**src/core/reset_seq_pkg.sv**
```systemverilog
// Constants, field layouts and carrier types for the reset sequencer
package reset_seq_pkg;

   // Word indices; the byte address on the bus is four times the index
   localparam logic [5:0] IDX_CAUSE = 6'h00;
   localparam logic [5:0] IDX_CFG_ONE = 6'h1e;
   localparam logic [5:0] IDX_CFG_TWO = 6'h1f;

   // Values after reset
   localparam logic [7:0] CFG_RESET = 8'h00;
   localparam logic [7:0] CAUSE_RESET = 8'h00;
   localparam logic [31:0] DAT_RESET = 32'h0000_0000;

   // Writable bits of system_config_one; the rest read as zero
   localparam logic [7:0] CFG_ONE_MASK = 8'h9f;

   // Counts in falling edges of the doubled oscillator clock
   localparam int PRESC_STAGES = 12;
   localparam logic [12:0] STOP_SHORT_CYC = 13'h0020;
   localparam logic [12:0] STOP_LONG_CYC = 13'h1000;
   localparam int POST_CYC = 64;
   localparam logic [5:0] POST_LAST = 6'(POST_CYC - 1);

   // Bus clock edges a released reset pin is ignored, covering synchroniser lag
   localparam int PIN_GUARD_CYC = 3;

   // Layout of system_config_one, bit 7 first
   typedef struct packed {
      logic wdg_period;
      logic [1:0] spare;
      logic lvd_disable;
      logic trip_level;
      logic short_stop;
      logic stop_enable;
      logic wdg_disable;
   } options_t;

   // Layout of reset_cause_register, bit 7 first
   typedef struct packed {
      logic por;
      logic pin;
      logic spare5;
      logic wdg;
      logic [1:0] spare3;
      logic lvd;
      logic spare0;
   } cause_t;

endpackage

```
**src/core/reset_stop_recovery_sequencer.sv**
```systemverilog
// Reset, stop recovery and watchdog sequencer with Wishbone registers
//
// What this block does
// [RULE_01] Each config register accepts one write per reset; later ones ignored.
// [RULE_02] Every config bit returns to zero on any reset.
// [RULE_03] Config registers sit at fixed addresses and read back any time.
// [RULE_04] Software should program config first thing after reset.
// [RULE_05] Config bits gate stop, watchdog, detector, trip level, timings.
// [RULE_06] Watchdog times out after 8176 or 262128 doubled clock cycles.
// [RULE_07] A stop instruction clears the prescaler.
// [RULE_08] Leaving stop samples the short recovery bit for the delay.
// [RULE_09] Stop recovery lasts 32 cycles when short, else 4096.
// [RULE_10] Crystal systems should keep the short recovery bit clear.
// [RULE_11] Low voltage event sets its cause flag and starts reset.
// [RULE_12] Low voltage reset holds the pin low for 4096 cycles.
// [RULE_13] After pin hold, 64 more cycles then the CPU leaves reset.
// [RULE_14] Pin is driven low for every internal reset source.
// [RULE_15] Twelve counting stages; the thirteenth resets them and ticks watchdog.
// [RULE_16] Prescaler advances on falling edges of the doubled clock.
// [RULE_17] Bus clocks stay off until power-on or stop delay expires.
// [RULE_18] Power-on initialises the logic, then enables the oscillator.
// [RULE_19] External pin reset alone leaves the prescaler untouched.
// [RULE_20] After any reset the prescaler runs freely.
// [RULE_21] Per-register write-once flag, cleared by reset, set by write.
`timescale 1ns/1ps
module reset_stop_recovery_sequencer #(
   parameter int unsigned WDG_SHORT_CYC = 8176,
   parameter int unsigned WDG_LONG_CYC = 262128
) (
   input wire logic clk_i,
   input wire logic rst_i,
   // Classic Wishbone slave, byte address
   input wire logic [7:0] adr_i,
   input wire logic [31:0] dat_i,
   input wire logic [3:0] sel_i,
   input wire logic we_i,
   input wire logic cyc_i,
   input wire logic stb_i,
   output logic [31:0] dat_o,
   output logic ack_o,
   // Pins from outside the clock domain
   input wire logic doubled_osc_clock_i,
   input wire logic low_voltage_detector_i,
   input wire logic power_on_reset_signal_i,
   input wire logic reset_pin_n_i,
   // Core requests on the same clock
   input wire logic stop_exec_i,
   input wire logic wake_i,
   input wire logic watchdog_clear_i,
   // Reset pin, open drain
   output logic reset_pin_n_o,
   output logic reset_pin_oe_n_o,
   // System controls
   output logic cpu_reset_o,
   output logic internal_bus_clocks_o,
   output logic osc_enable_o,
   output logic watchdog_tick_o,
   output reset_seq_pkg::options_t options_o
);

   typedef enum logic [2:0] {
      ST_POR,
      ST_STAB,
      ST_HOLD,
      ST_EXT,
      ST_POST,
      ST_RUN,
      ST_STOP,
      ST_RECOVER
   } seq_state_t;

   localparam logic [17:0] WDG_SHORT_LAST = 18'(WDG_SHORT_CYC - 1);
   localparam logic [17:0] WDG_LONG_LAST = 18'(WDG_LONG_CYC - 1);

   logic [3:0] pins_s;
   logic osc_s;
   logic lvd_s;
   logic por_s;
   logic pin_s;
   logic osc_prev_q;
   logic lvd_prev_q;
   logic osc_fall;
   logic lvd_evt;
   logic wdg_to;
   logic pin_low;
   logic in_rst;
   logic rec_done;
   logic [reset_seq_pkg::PIN_GUARD_CYC-1:0] drive_hist_q;
   seq_state_t state_q;
   seq_state_t state_d;
   logic [reset_seq_pkg::PRESC_STAGES:0] presc_q;
   logic [5:0] post_cnt_q;
   logic [17:0] wdg_cnt_q;
   logic rec_short_q;
   reset_seq_pkg::options_t cfg_one_q;
   logic [7:0] cfg_two_q;
   logic done_one_q;
   logic done_two_q;
   reset_seq_pkg::cause_t cause_q;
   reset_seq_pkg::cause_t cause_set;
   logic drive_n_q;
   logic cpu_rst_q;
   logic bus_clk_q;
   logic osc_en_q;
   logic tick_q;
   logic ack_q;
   logic [31:0] dat_q;
   logic [5:0] idx;
   logic req;
   logic wr_one;
   logic wr_two;
   logic rd_cause;

   // All four pins are asynchronous; pin idles high, the rest low
   sync_two_flop #(
      .WIDTH(4),
      .RESET_VAL(4'h8)
   ) u_sync (
      .clk_i(clk_i),
      .rst_i(rst_i),
      .async_i({reset_pin_n_i, power_on_reset_signal_i,
                low_voltage_detector_i, doubled_osc_clock_i}),
      .sync_o(pins_s)
   );

   assign {pin_s, por_s, lvd_s, osc_s} = pins_s;

   // Edge history of the synchronised oscillator and detector pins and of our own pin drive
   always_ff @(posedge clk_i) begin
      if (rst_i) begin
         osc_prev_q <= 1'b0;
         lvd_prev_q <= 1'b0;
         drive_hist_q <= '0;
      end else begin
         osc_prev_q <= osc_s;
         lvd_prev_q <= lvd_s;
         drive_hist_q <= {drive_hist_q[reset_seq_pkg::PIN_GUARD_CYC-2:0],
                          drive_n_q};
      end
   end

   // Prescaler steps on the falling edge of the doubled clock
   assign osc_fall = osc_prev_q & ~osc_s; // RULE_16

   // Detector counts only while enabled in config
   assign lvd_evt = lvd_s & ~lvd_prev_q & ~cfg_one_q.lvd_disable; // RULE_05

   // Our own drive echoes back late; ignore the pin until that settles
   assign pin_low = ~pin_s & (&drive_hist_q);

   assign in_rst = state_q inside {ST_POR, ST_STAB, ST_HOLD, ST_EXT,
                                   ST_POST};

   // Watchdog expiry, period picked by config
   assign wdg_to = osc_fall && state_q == ST_RUN &&
                   !cfg_one_q.wdg_disable && // RULE_05
                   wdg_cnt_q >= (cfg_one_q.wdg_period ? WDG_SHORT_LAST
                                                      : WDG_LONG_LAST); // RULE_06

   // Long delay ends on the thirteenth stage, short one at 32
   assign rec_done = rec_short_q ?
                     (presc_q == reset_seq_pkg::STOP_SHORT_CYC) :
                     (presc_q == reset_seq_pkg::STOP_LONG_CYC); // RULE_09

   // Sequencer next state; power-on beats everything, then low voltage
   always_comb begin
      state_d = state_q;
      if (por_s) begin
         state_d = ST_POR; // RULE_18
      end else if (lvd_evt && !(state_q inside {ST_POR, ST_STAB})) begin
         state_d = ST_HOLD; // RULE_11
      end else begin
         unique case (state_q)
            ST_POR: state_d = ST_STAB;
            ST_STAB, ST_HOLD: begin
               if (presc_q[reset_seq_pkg::PRESC_STAGES]) begin
                  state_d = ST_POST; // RULE_12
               end
            end
            ST_EXT: begin
               if (!pin_low) begin
                  state_d = ST_POST;
               end
            end
            ST_POST: begin
               if (osc_fall && post_cnt_q == reset_seq_pkg::POST_LAST) begin
                  state_d = ST_RUN; // RULE_13
               end
            end
            ST_RUN: begin
               if (wdg_to) begin
                  state_d = ST_HOLD;
               end else if (pin_low) begin
                  state_d = ST_EXT;
               end else if (stop_exec_i && cfg_one_q.stop_enable) begin
                  state_d = ST_STOP; // RULE_05
               end
            end
            ST_STOP: begin
               if (wake_i || pin_low) begin
                  state_d = ST_RECOVER;
               end
            end
            ST_RECOVER: begin
               if (rec_done) begin
                  state_d = ST_RUN;
               end
            end
         endcase
      end
   end

   // State register; a bus reset restarts from power-on
   always_ff @(posedge clk_i) begin
      if (rst_i) begin
         state_q <= ST_POR;
      end else begin
         state_q <= state_d;
      end
   end

   // Prescaler; no external pin term, so pin resets keep its count
   always_ff @(posedge clk_i) begin
      if (rst_i || state_d == ST_POR) begin
         presc_q <= '0; // RULE_18 RULE_19
      end else if (state_d == ST_STOP) begin
         presc_q <= '0; // RULE_07
      end else if (state_d == ST_HOLD && state_q != ST_HOLD) begin
         presc_q <= '0; // RULE_12
      end else if (presc_q[reset_seq_pkg::PRESC_STAGES]) begin
         presc_q <= '0; // RULE_15
      end else if (osc_fall) begin
         presc_q <= presc_q + 13'h0001; // RULE_20
      end
   end

   // Release delay after the pin hold
   always_ff @(posedge clk_i) begin
      if (rst_i || state_q != ST_POST) begin
         post_cnt_q <= '0;
      end else if (osc_fall) begin
         post_cnt_q <= post_cnt_q + 6'h01; // RULE_13
      end
   end

   // Watchdog counter; counts doubled clock edges for an exact period
   always_ff @(posedge clk_i) begin
      if (rst_i || state_q != ST_RUN || watchdog_clear_i ||
          cfg_one_q.wdg_disable || wdg_to) begin
         wdg_cnt_q <= '0;
      end else if (osc_fall) begin
         wdg_cnt_q <= wdg_cnt_q + 18'h00001; // RULE_06
      end
   end

   // Recovery length frozen at the moment stop is left
   always_ff @(posedge clk_i) begin
      if (rst_i) begin
         rec_short_q <= 1'b0;
      end else if (state_q == ST_STOP && state_d == ST_RECOVER) begin
         rec_short_q <= cfg_one_q.short_stop; // RULE_08
      end
   end

   // Registered controls, computed from the next state except the tick, which follows the thirteenth stage
   always_ff @(posedge clk_i) begin
      if (rst_i) begin
         drive_n_q <= 1'b0;
         cpu_rst_q <= 1'b1;
         bus_clk_q <= 1'b0;
         osc_en_q <= 1'b0;
         tick_q <= 1'b0;
      end else begin
         drive_n_q <= !(state_d inside {ST_POR, ST_STAB, ST_HOLD}); // RULE_14
         cpu_rst_q <= state_d inside {ST_POR, ST_STAB, ST_HOLD, ST_EXT,
                                      ST_POST}; // RULE_13
         bus_clk_q <= !(state_d inside {ST_POR, ST_STAB, ST_STOP,
                                        ST_RECOVER}); // RULE_17
         osc_en_q <= !(state_d inside {ST_POR, ST_STOP}); // RULE_18
         tick_q <= presc_q[reset_seq_pkg::PRESC_STAGES]; // RULE_15
      end
   end

   assign reset_pin_n_o = drive_n_q;
   assign reset_pin_oe_n_o = drive_n_q;
   assign cpu_reset_o = cpu_rst_q;
   assign internal_bus_clocks_o = bus_clk_q;
   assign osc_enable_o = osc_en_q;
   assign watchdog_tick_o = tick_q;
   assign options_o = cfg_one_q; // RULE_05

   // Bus decode; one ack per request, unmapped words read zero
   assign idx = adr_i[7:2];
   assign req = cyc_i && stb_i && !ack_q;
   assign wr_one = req && we_i && sel_i[0] &&
                   idx == reset_seq_pkg::IDX_CFG_ONE;
   assign wr_two = req && we_i && sel_i[0] &&
                   idx == reset_seq_pkg::IDX_CFG_TWO;
   assign rd_cause = req && !we_i && idx == reset_seq_pkg::IDX_CAUSE;

   always_ff @(posedge clk_i) begin
      if (rst_i) begin
         ack_q <= 1'b0;
      end else begin
         ack_q <= req;
      end
   end

   // Read data captured alongside the ack
   always_ff @(posedge clk_i) begin
      if (rst_i) begin
         dat_q <= reset_seq_pkg::DAT_RESET;
      end else if (req && !we_i) begin
         unique case (idx)
            reset_seq_pkg::IDX_CAUSE: dat_q <= {24'h000000, cause_q};
            reset_seq_pkg::IDX_CFG_ONE: dat_q <= {24'h000000, cfg_one_q}; // RULE_03
            reset_seq_pkg::IDX_CFG_TWO: dat_q <= {24'h000000, cfg_two_q}; // RULE_03
            default: dat_q <= reset_seq_pkg::DAT_RESET;
         endcase
      end
   end

   assign ack_o = ack_q;
   assign dat_o = dat_q;

   // Config one; CPU is held in reset, so no write can race the clear
   always_ff @(posedge clk_i) begin
      if (rst_i || in_rst) begin
         cfg_one_q <= reset_seq_pkg::options_t'(reset_seq_pkg::CFG_RESET); // RULE_02
         done_one_q <= 1'b0; // RULE_21
      end else if (wr_one && !done_one_q) begin
         cfg_one_q <= reset_seq_pkg::options_t'(dat_i[7:0] &
                      reset_seq_pkg::CFG_ONE_MASK); // RULE_01
         done_one_q <= 1'b1; // RULE_21
      end
   end

   // Config two; kept as plain storage with the same write-once lock
   always_ff @(posedge clk_i) begin
      if (rst_i || in_rst) begin
         cfg_two_q <= reset_seq_pkg::CFG_RESET; // RULE_02
         done_two_q <= 1'b0; // RULE_21
      end else if (wr_two && !done_two_q) begin
         cfg_two_q <= dat_i[7:0]; // RULE_01
         done_two_q <= 1'b1; // RULE_21
      end
   end

   // Cause events of this cycle
   always_comb begin
      cause_set = '0;
      cause_set.lvd = lvd_evt; // RULE_11
      cause_set.wdg = wdg_to;
      cause_set.pin = state_d == ST_EXT && state_q != ST_EXT;
   end

   // Cause register; reading clears it, but a same-cycle event survives
   always_ff @(posedge clk_i) begin
      if (rst_i) begin
         cause_q <= reset_seq_pkg::cause_t'(reset_seq_pkg::CAUSE_RESET);
      end else if (state_q == ST_POR) begin
         cause_q <= '{por: 1'b1, default: 1'b0};
      end else if (rd_cause) begin
         cause_q <= cause_set;
      end else begin
         cause_q <= cause_q | cause_set; // RULE_11
      end
   end
endmodule

```
**src/core/sync_two_flop.sv**
```systemverilog
// Two-flop synchroniser for asynchronous level inputs
`timescale 1ns/1ps
module sync_two_flop #(
   parameter int WIDTH = 1,
   parameter logic [WIDTH-1:0] RESET_VAL = '0
) (
   input wire logic clk_i,
   input wire logic rst_i,
   input wire logic [WIDTH-1:0] async_i,
   output logic [WIDTH-1:0] sync_o
);

   logic [WIDTH-1:0] meta_q;

   // First stage feeds only the second stage
   always_ff @(posedge clk_i) begin
      if (rst_i) begin
         meta_q <= RESET_VAL;
         sync_o <= RESET_VAL;
      end else begin
         meta_q <= async_i;
         sync_o <= meta_q;
      end
   end

endmodule

```
**config.mk**
```make
export PLATFORM = sky130hd
export DESIGN_NAME = reset_stop_recovery_sequencer
export DESIGN_NICKNAME = d
export VERILOG_FILES = /design/src/core/reset_seq_pkg.sv /design/src/core/reset_stop_recovery_sequencer.sv /design/src/core/sync_two_flop.sv
export SDC_FILE = /design/constraint.sdc
export NUM_CORES = 1
export LEC_CHECK = 0
export BUFFER_PORTS_ARGS = -buffer_cell sky130_fd_sc_hd__buf_2
export CORE_MARGIN = 5
export CORE_UTILIZATION = 53
export DETAILED_ROUTE_END_ITERATION = 10
export PLACE_DENSITY = 0.9
export SYNTH_ARGS = -nofsm -noshare
export SYNTH_HDL_FRONTEND = slang
export SYNTH_SLANG_ARGS = --single-unit
```
**constraint.sdc**
```tcl
create_clock -name clk_i -period 3.5 [get_ports clk_i]
set_clock_uncertainty 0.15 [all_clocks]
set_input_delay 0 -clock clk_i [delete_from_list [all_inputs] [get_ports clk_i]]
set_output_delay 0 -clock clk_i [all_outputs]
set_load 0.01 [all_outputs]
```
==> impl_metrics.csv <==
group,metric,value,unit
run_status,status,"finished clean",
critical_path,worstSetupStartpointType,"register",
routing,drt_wl_total,9940,um
sta,tightest_slew,1.18,ns
sta,fmax,334,MHz
sta,min_period_over_period,0.856,
place,io_buffers,47,
synth,yosysWarnings,0,
place,dpl_worst_slack,0.542,ns
floorplanning,die_w,98.7,um
min_path,hp-class,"in2reg",
critical_path,endpoint_kind,"register",
floorplanning,core_area,7690,um^2
global_route,antenna_found_initial,0,
critical_path,crit_arrival,3.09,ns
routing,routedWlPerCell,15.7,um
synth,ys.flop_type,"dfxtp_1",
routing,wl_met1,3920,um
cells_and_area,areaGrowthSynthToFinish,15.6,%
cells_and_area,drive_above_1_share,0.185,
sta,hold_ws,0.0314,ns
cells_and_area,nFillCells,593,
sta,hold_viol_final,0,
routing,first_iter_violations,229,
sta,fin_crit,3.00,ns
sta,slew_headroom,0.207,
critical_path,path_class,"reg2reg",
routing,final_antenna_net_count,0,
place,gp_congestion,0.879,
synth,synthCells,457,
global_route,grt_pass1_wl,16500,um
cts,h-tree-depth,3,
sta,drv_slew,0,
synth,synth.distinct_cells,62,
cts,numCtsBuffers,9,
power,power_density,433,nW/um^2
cells_and_area,multi_input_area,2160,um^2
cts,numClockSinks,88,
sta,finalSetupViolations,0,
synth,synth_area,4170,um^2
floorplanning,start_util,0.542,
power,power_leakage,1.83,nW
routing,drc,0,
cts,cts_tree,"built",
floorplanning,dieArea,9740,um^2
floorplanning,die_h,98.7,um
global_route,grt.overflow.total,0,
routing,via_per_inst,5.59,
sta,rsz0062_at_grt,"false",
synth,async_flop_share,0,
sta,timing.final.ws_setup,0.505,ns
synth,ys_ff_latch,88,
cells_and_area,n_antenna_cell,0,
global_route,grt_max_degree,35,
cts,cts.clk_slew.worst_paths,0.09,ns
routing,dr_wl_met3,664,um
place,place.detailed.hpwl,6400,um
synth,seq_area_frac_synth,0.423,
synth,synth-edff-count,0,
sta,setup_tns,0,ns
job,drv_cap,0,
cts,post_cts_buffers,0,
floorplanning,core.rowCount,32,
global_route,grt_pass1_vias,3496,
cts,clkLatencyLatePin,0.37,ns
critical_path,path_max_fanout,12,
cts,cts-root-buf,"clkbuf_8",
synth,syn_area_per_cell,9.12,um^2
cells_and_area,nets,590,
global_route,grtUsageTotal,0.208,
cts,clock_path_buffers,2,
cells_and_area,regArea,1760,um^2
routing,wl_met2,4790,um
critical_path,crit_required,3.60,ns
routing,num_vias,3534,
floorplanning,ios,103,
power,irDropWorstVdd,448,uV
routing,route.top_layer_used,"met4",
routing,firstDrtPassIters,5,
worst max-delay path, stage by stage, from the launching register on:
cell and delay (ns):
dfxtp_1 0.41, ha_1 0.37, and4_1 0.23, and4b_1 0.21, nand3_2 0.11, a2111oi_4 0.59, o21ai_2 0.26, a211oi_4 0.20
buf_4 0.26, nor4_1 0.08
timing repair:
| item | CTS | global route |
|---|---|---|
| resized for setup | 0 | 0 |
| hold buffers | 26 | 0 |
| hold endpoints to repair | 37 | 0 |
placed cells by master, fill, tap and decap left out, types with 2 or more instances in the layout:
| cell | count |
|---|---|
| dfxtp_1 | 88 |
| nor2_1 | 66 |
| buf_2 | 47 |
| nand2_1 | 30 |
| conb_1 | 26 |
| dlygate4sd3_1 | 26 |
| xor2_1 | 20 |
| a21oi_1 | 19 |
| nand4_1 | 17 |
| nor2b_1 | 16 |
| mux2i_1 | 14 |
| nand3_1 | 12 |
| nor3_2 | 11 |
| clkbuf_8 | 11 |
| nor3_1 | 10 |
| xnor2_1 | 9 |
| ha_1 | 9 |
| inv_1 | 8 |
| mux2_2 | 6 |
| o21ai_1 | 6 |
| or2_2 | 5 |
| o21ai_0 | 5 |
| a221oi_1 | 4 |
| and2_1 | 4 |
| buf_4 | 4 |
| a22oi_1 | 3 |
| nor4_1 | 3 |
| a211oi_1 | 3 |
| nand2b_1 | 3 |
| or3_1 | 3 |
| and3_1 | 3 |
| or4_1 | 2 |
| and4_1 | 2 |
| and4b_1 | 2 |
| o31ai_1 | 2 |
| a221o_1 | 2 |
| clkinv_4 | 2 |
registers in the layout, summed over array words and instances, names as in the netlist, 4 cells and up:
signal / flops
u_sync.meta_q: 4
cause_q: 4
options_o: 6
u_sync.sync_o: 4
wdg_cnt_q: 18
dat_o: 8
presc_q: 13
cfg_two_q: 8
post_cnt_q: 6
kinds of logic after synthesis:
family,Yosys count,share of synthesized area
AND/OR/NAND/NOR,200,0.257
flip-flops,88,0.423
AO/OA/AOI/OAI,56,0.100
buffers and inverters,54,0.0817
XOR/XNOR,29,0.0609
multiplexers,20,0.0498
adder cells (fa/ha/maj),9,0.0270
other,1,0.000900
cell type report:
type | instances | area share
multi-input combinational | 340 | 0.448
sequential | 88 | 0.366
timing repair buffer | 77 | 0.109
clock buffer | 12 | 0.0322
tap | 102 | 0.0265
clock inverter | 4 | 0.0109
inverter | 9 | 0.00701
metrics by stage:
step                      power (mW)  cells  instance area, um^2   util
final                           2.09    632                 4820  0.626
after detailed placement        1.34    590                 4350  0.566
after global routing            2.16    632                 4820  0.626
after global placement          1.33    590                 4350  0.566
after floorplan                 1.30    482                 4260      -
after CTS                       2.07    632                 4820  0.626
power by group:
part	total, mW	switching (mW)	internal, mW
clock	0.736	0.365	0.371
combinational	0.284	0.177	0.107
sequential	1.07	0.0353	1.03
total	2.09	0.578	1.51
synthesized netlist by cell type, drive strengths merged (2+ instances only):
| cell type | count | area, um^2 |
|---|---|---|
| ha | 9 | 113 |
| and3 | 3 | 18.8 |
| inv | 9 | 33.8 |
| a21oi | 19 | 95.1 |
| nand3 | 13 | 70.1 |
| nand2b | 3 | 18.8 |
| or4 | 2 | 15.0 |
| and4 | 2 | 17.5 |
| and2 | 4 | 25.0 |
| a221oi | 5 | 50.0 |
| nand2 | 30 | 113 |
| nor3 | 21 | 160 |
| and4b | 2 | 20.0 |
| mux2 | 6 | 67.6 |
| or3 | 3 | 18.8 |
| o31ai | 2 | 15.0 |
| buf | 37 | 272 |
| nor2b | 16 | 100 |
| xnor2 | 9 | 78.8 |
| mux2i | 14 | 140 |
| xor2 | 20 | 175 |
| a221o | 2 | 20.0 |
| or2 | 6 | 37.5 |
| a211oi | 4 | 42.5 |
| o21ai | 12 | 63.8 |
| clkbuf | 7 | 26.3 |
| a22oi | 3 | 22.5 |
| nor4 | 4 | 31.3 |
| nand4 | 18 | 119 |
| dfxtp | 88 | 1760 |
| nor2 | 67 | 259 |
path summary, 6_finish.rpt:
path	to	start	slack (ns)	depth (start not counted)
hold reg to reg	u_sync.sync_o[3]	u_sync.meta_q[3]	0.28	1
setup / recovery	presc_q[2]	options_o[7]	0.50	9
hold / removal	dat_o[1]	cyc_i	0.03	5
setup reg to reg	presc_q[2]	options_o[7]	0.50	9
routing by layer:
| metal | track usage | vias up |
|---|---|---|
| met1 | 0.247 | 1635 |
| met4 | 0.137 | 0 |
| met2 | 0.337 | 180 |
| met5 | 0 | - |
| li1 | - | 1667 |
| met3 | 0.0481 | 52 |
(Power assumes the default switching activity.)
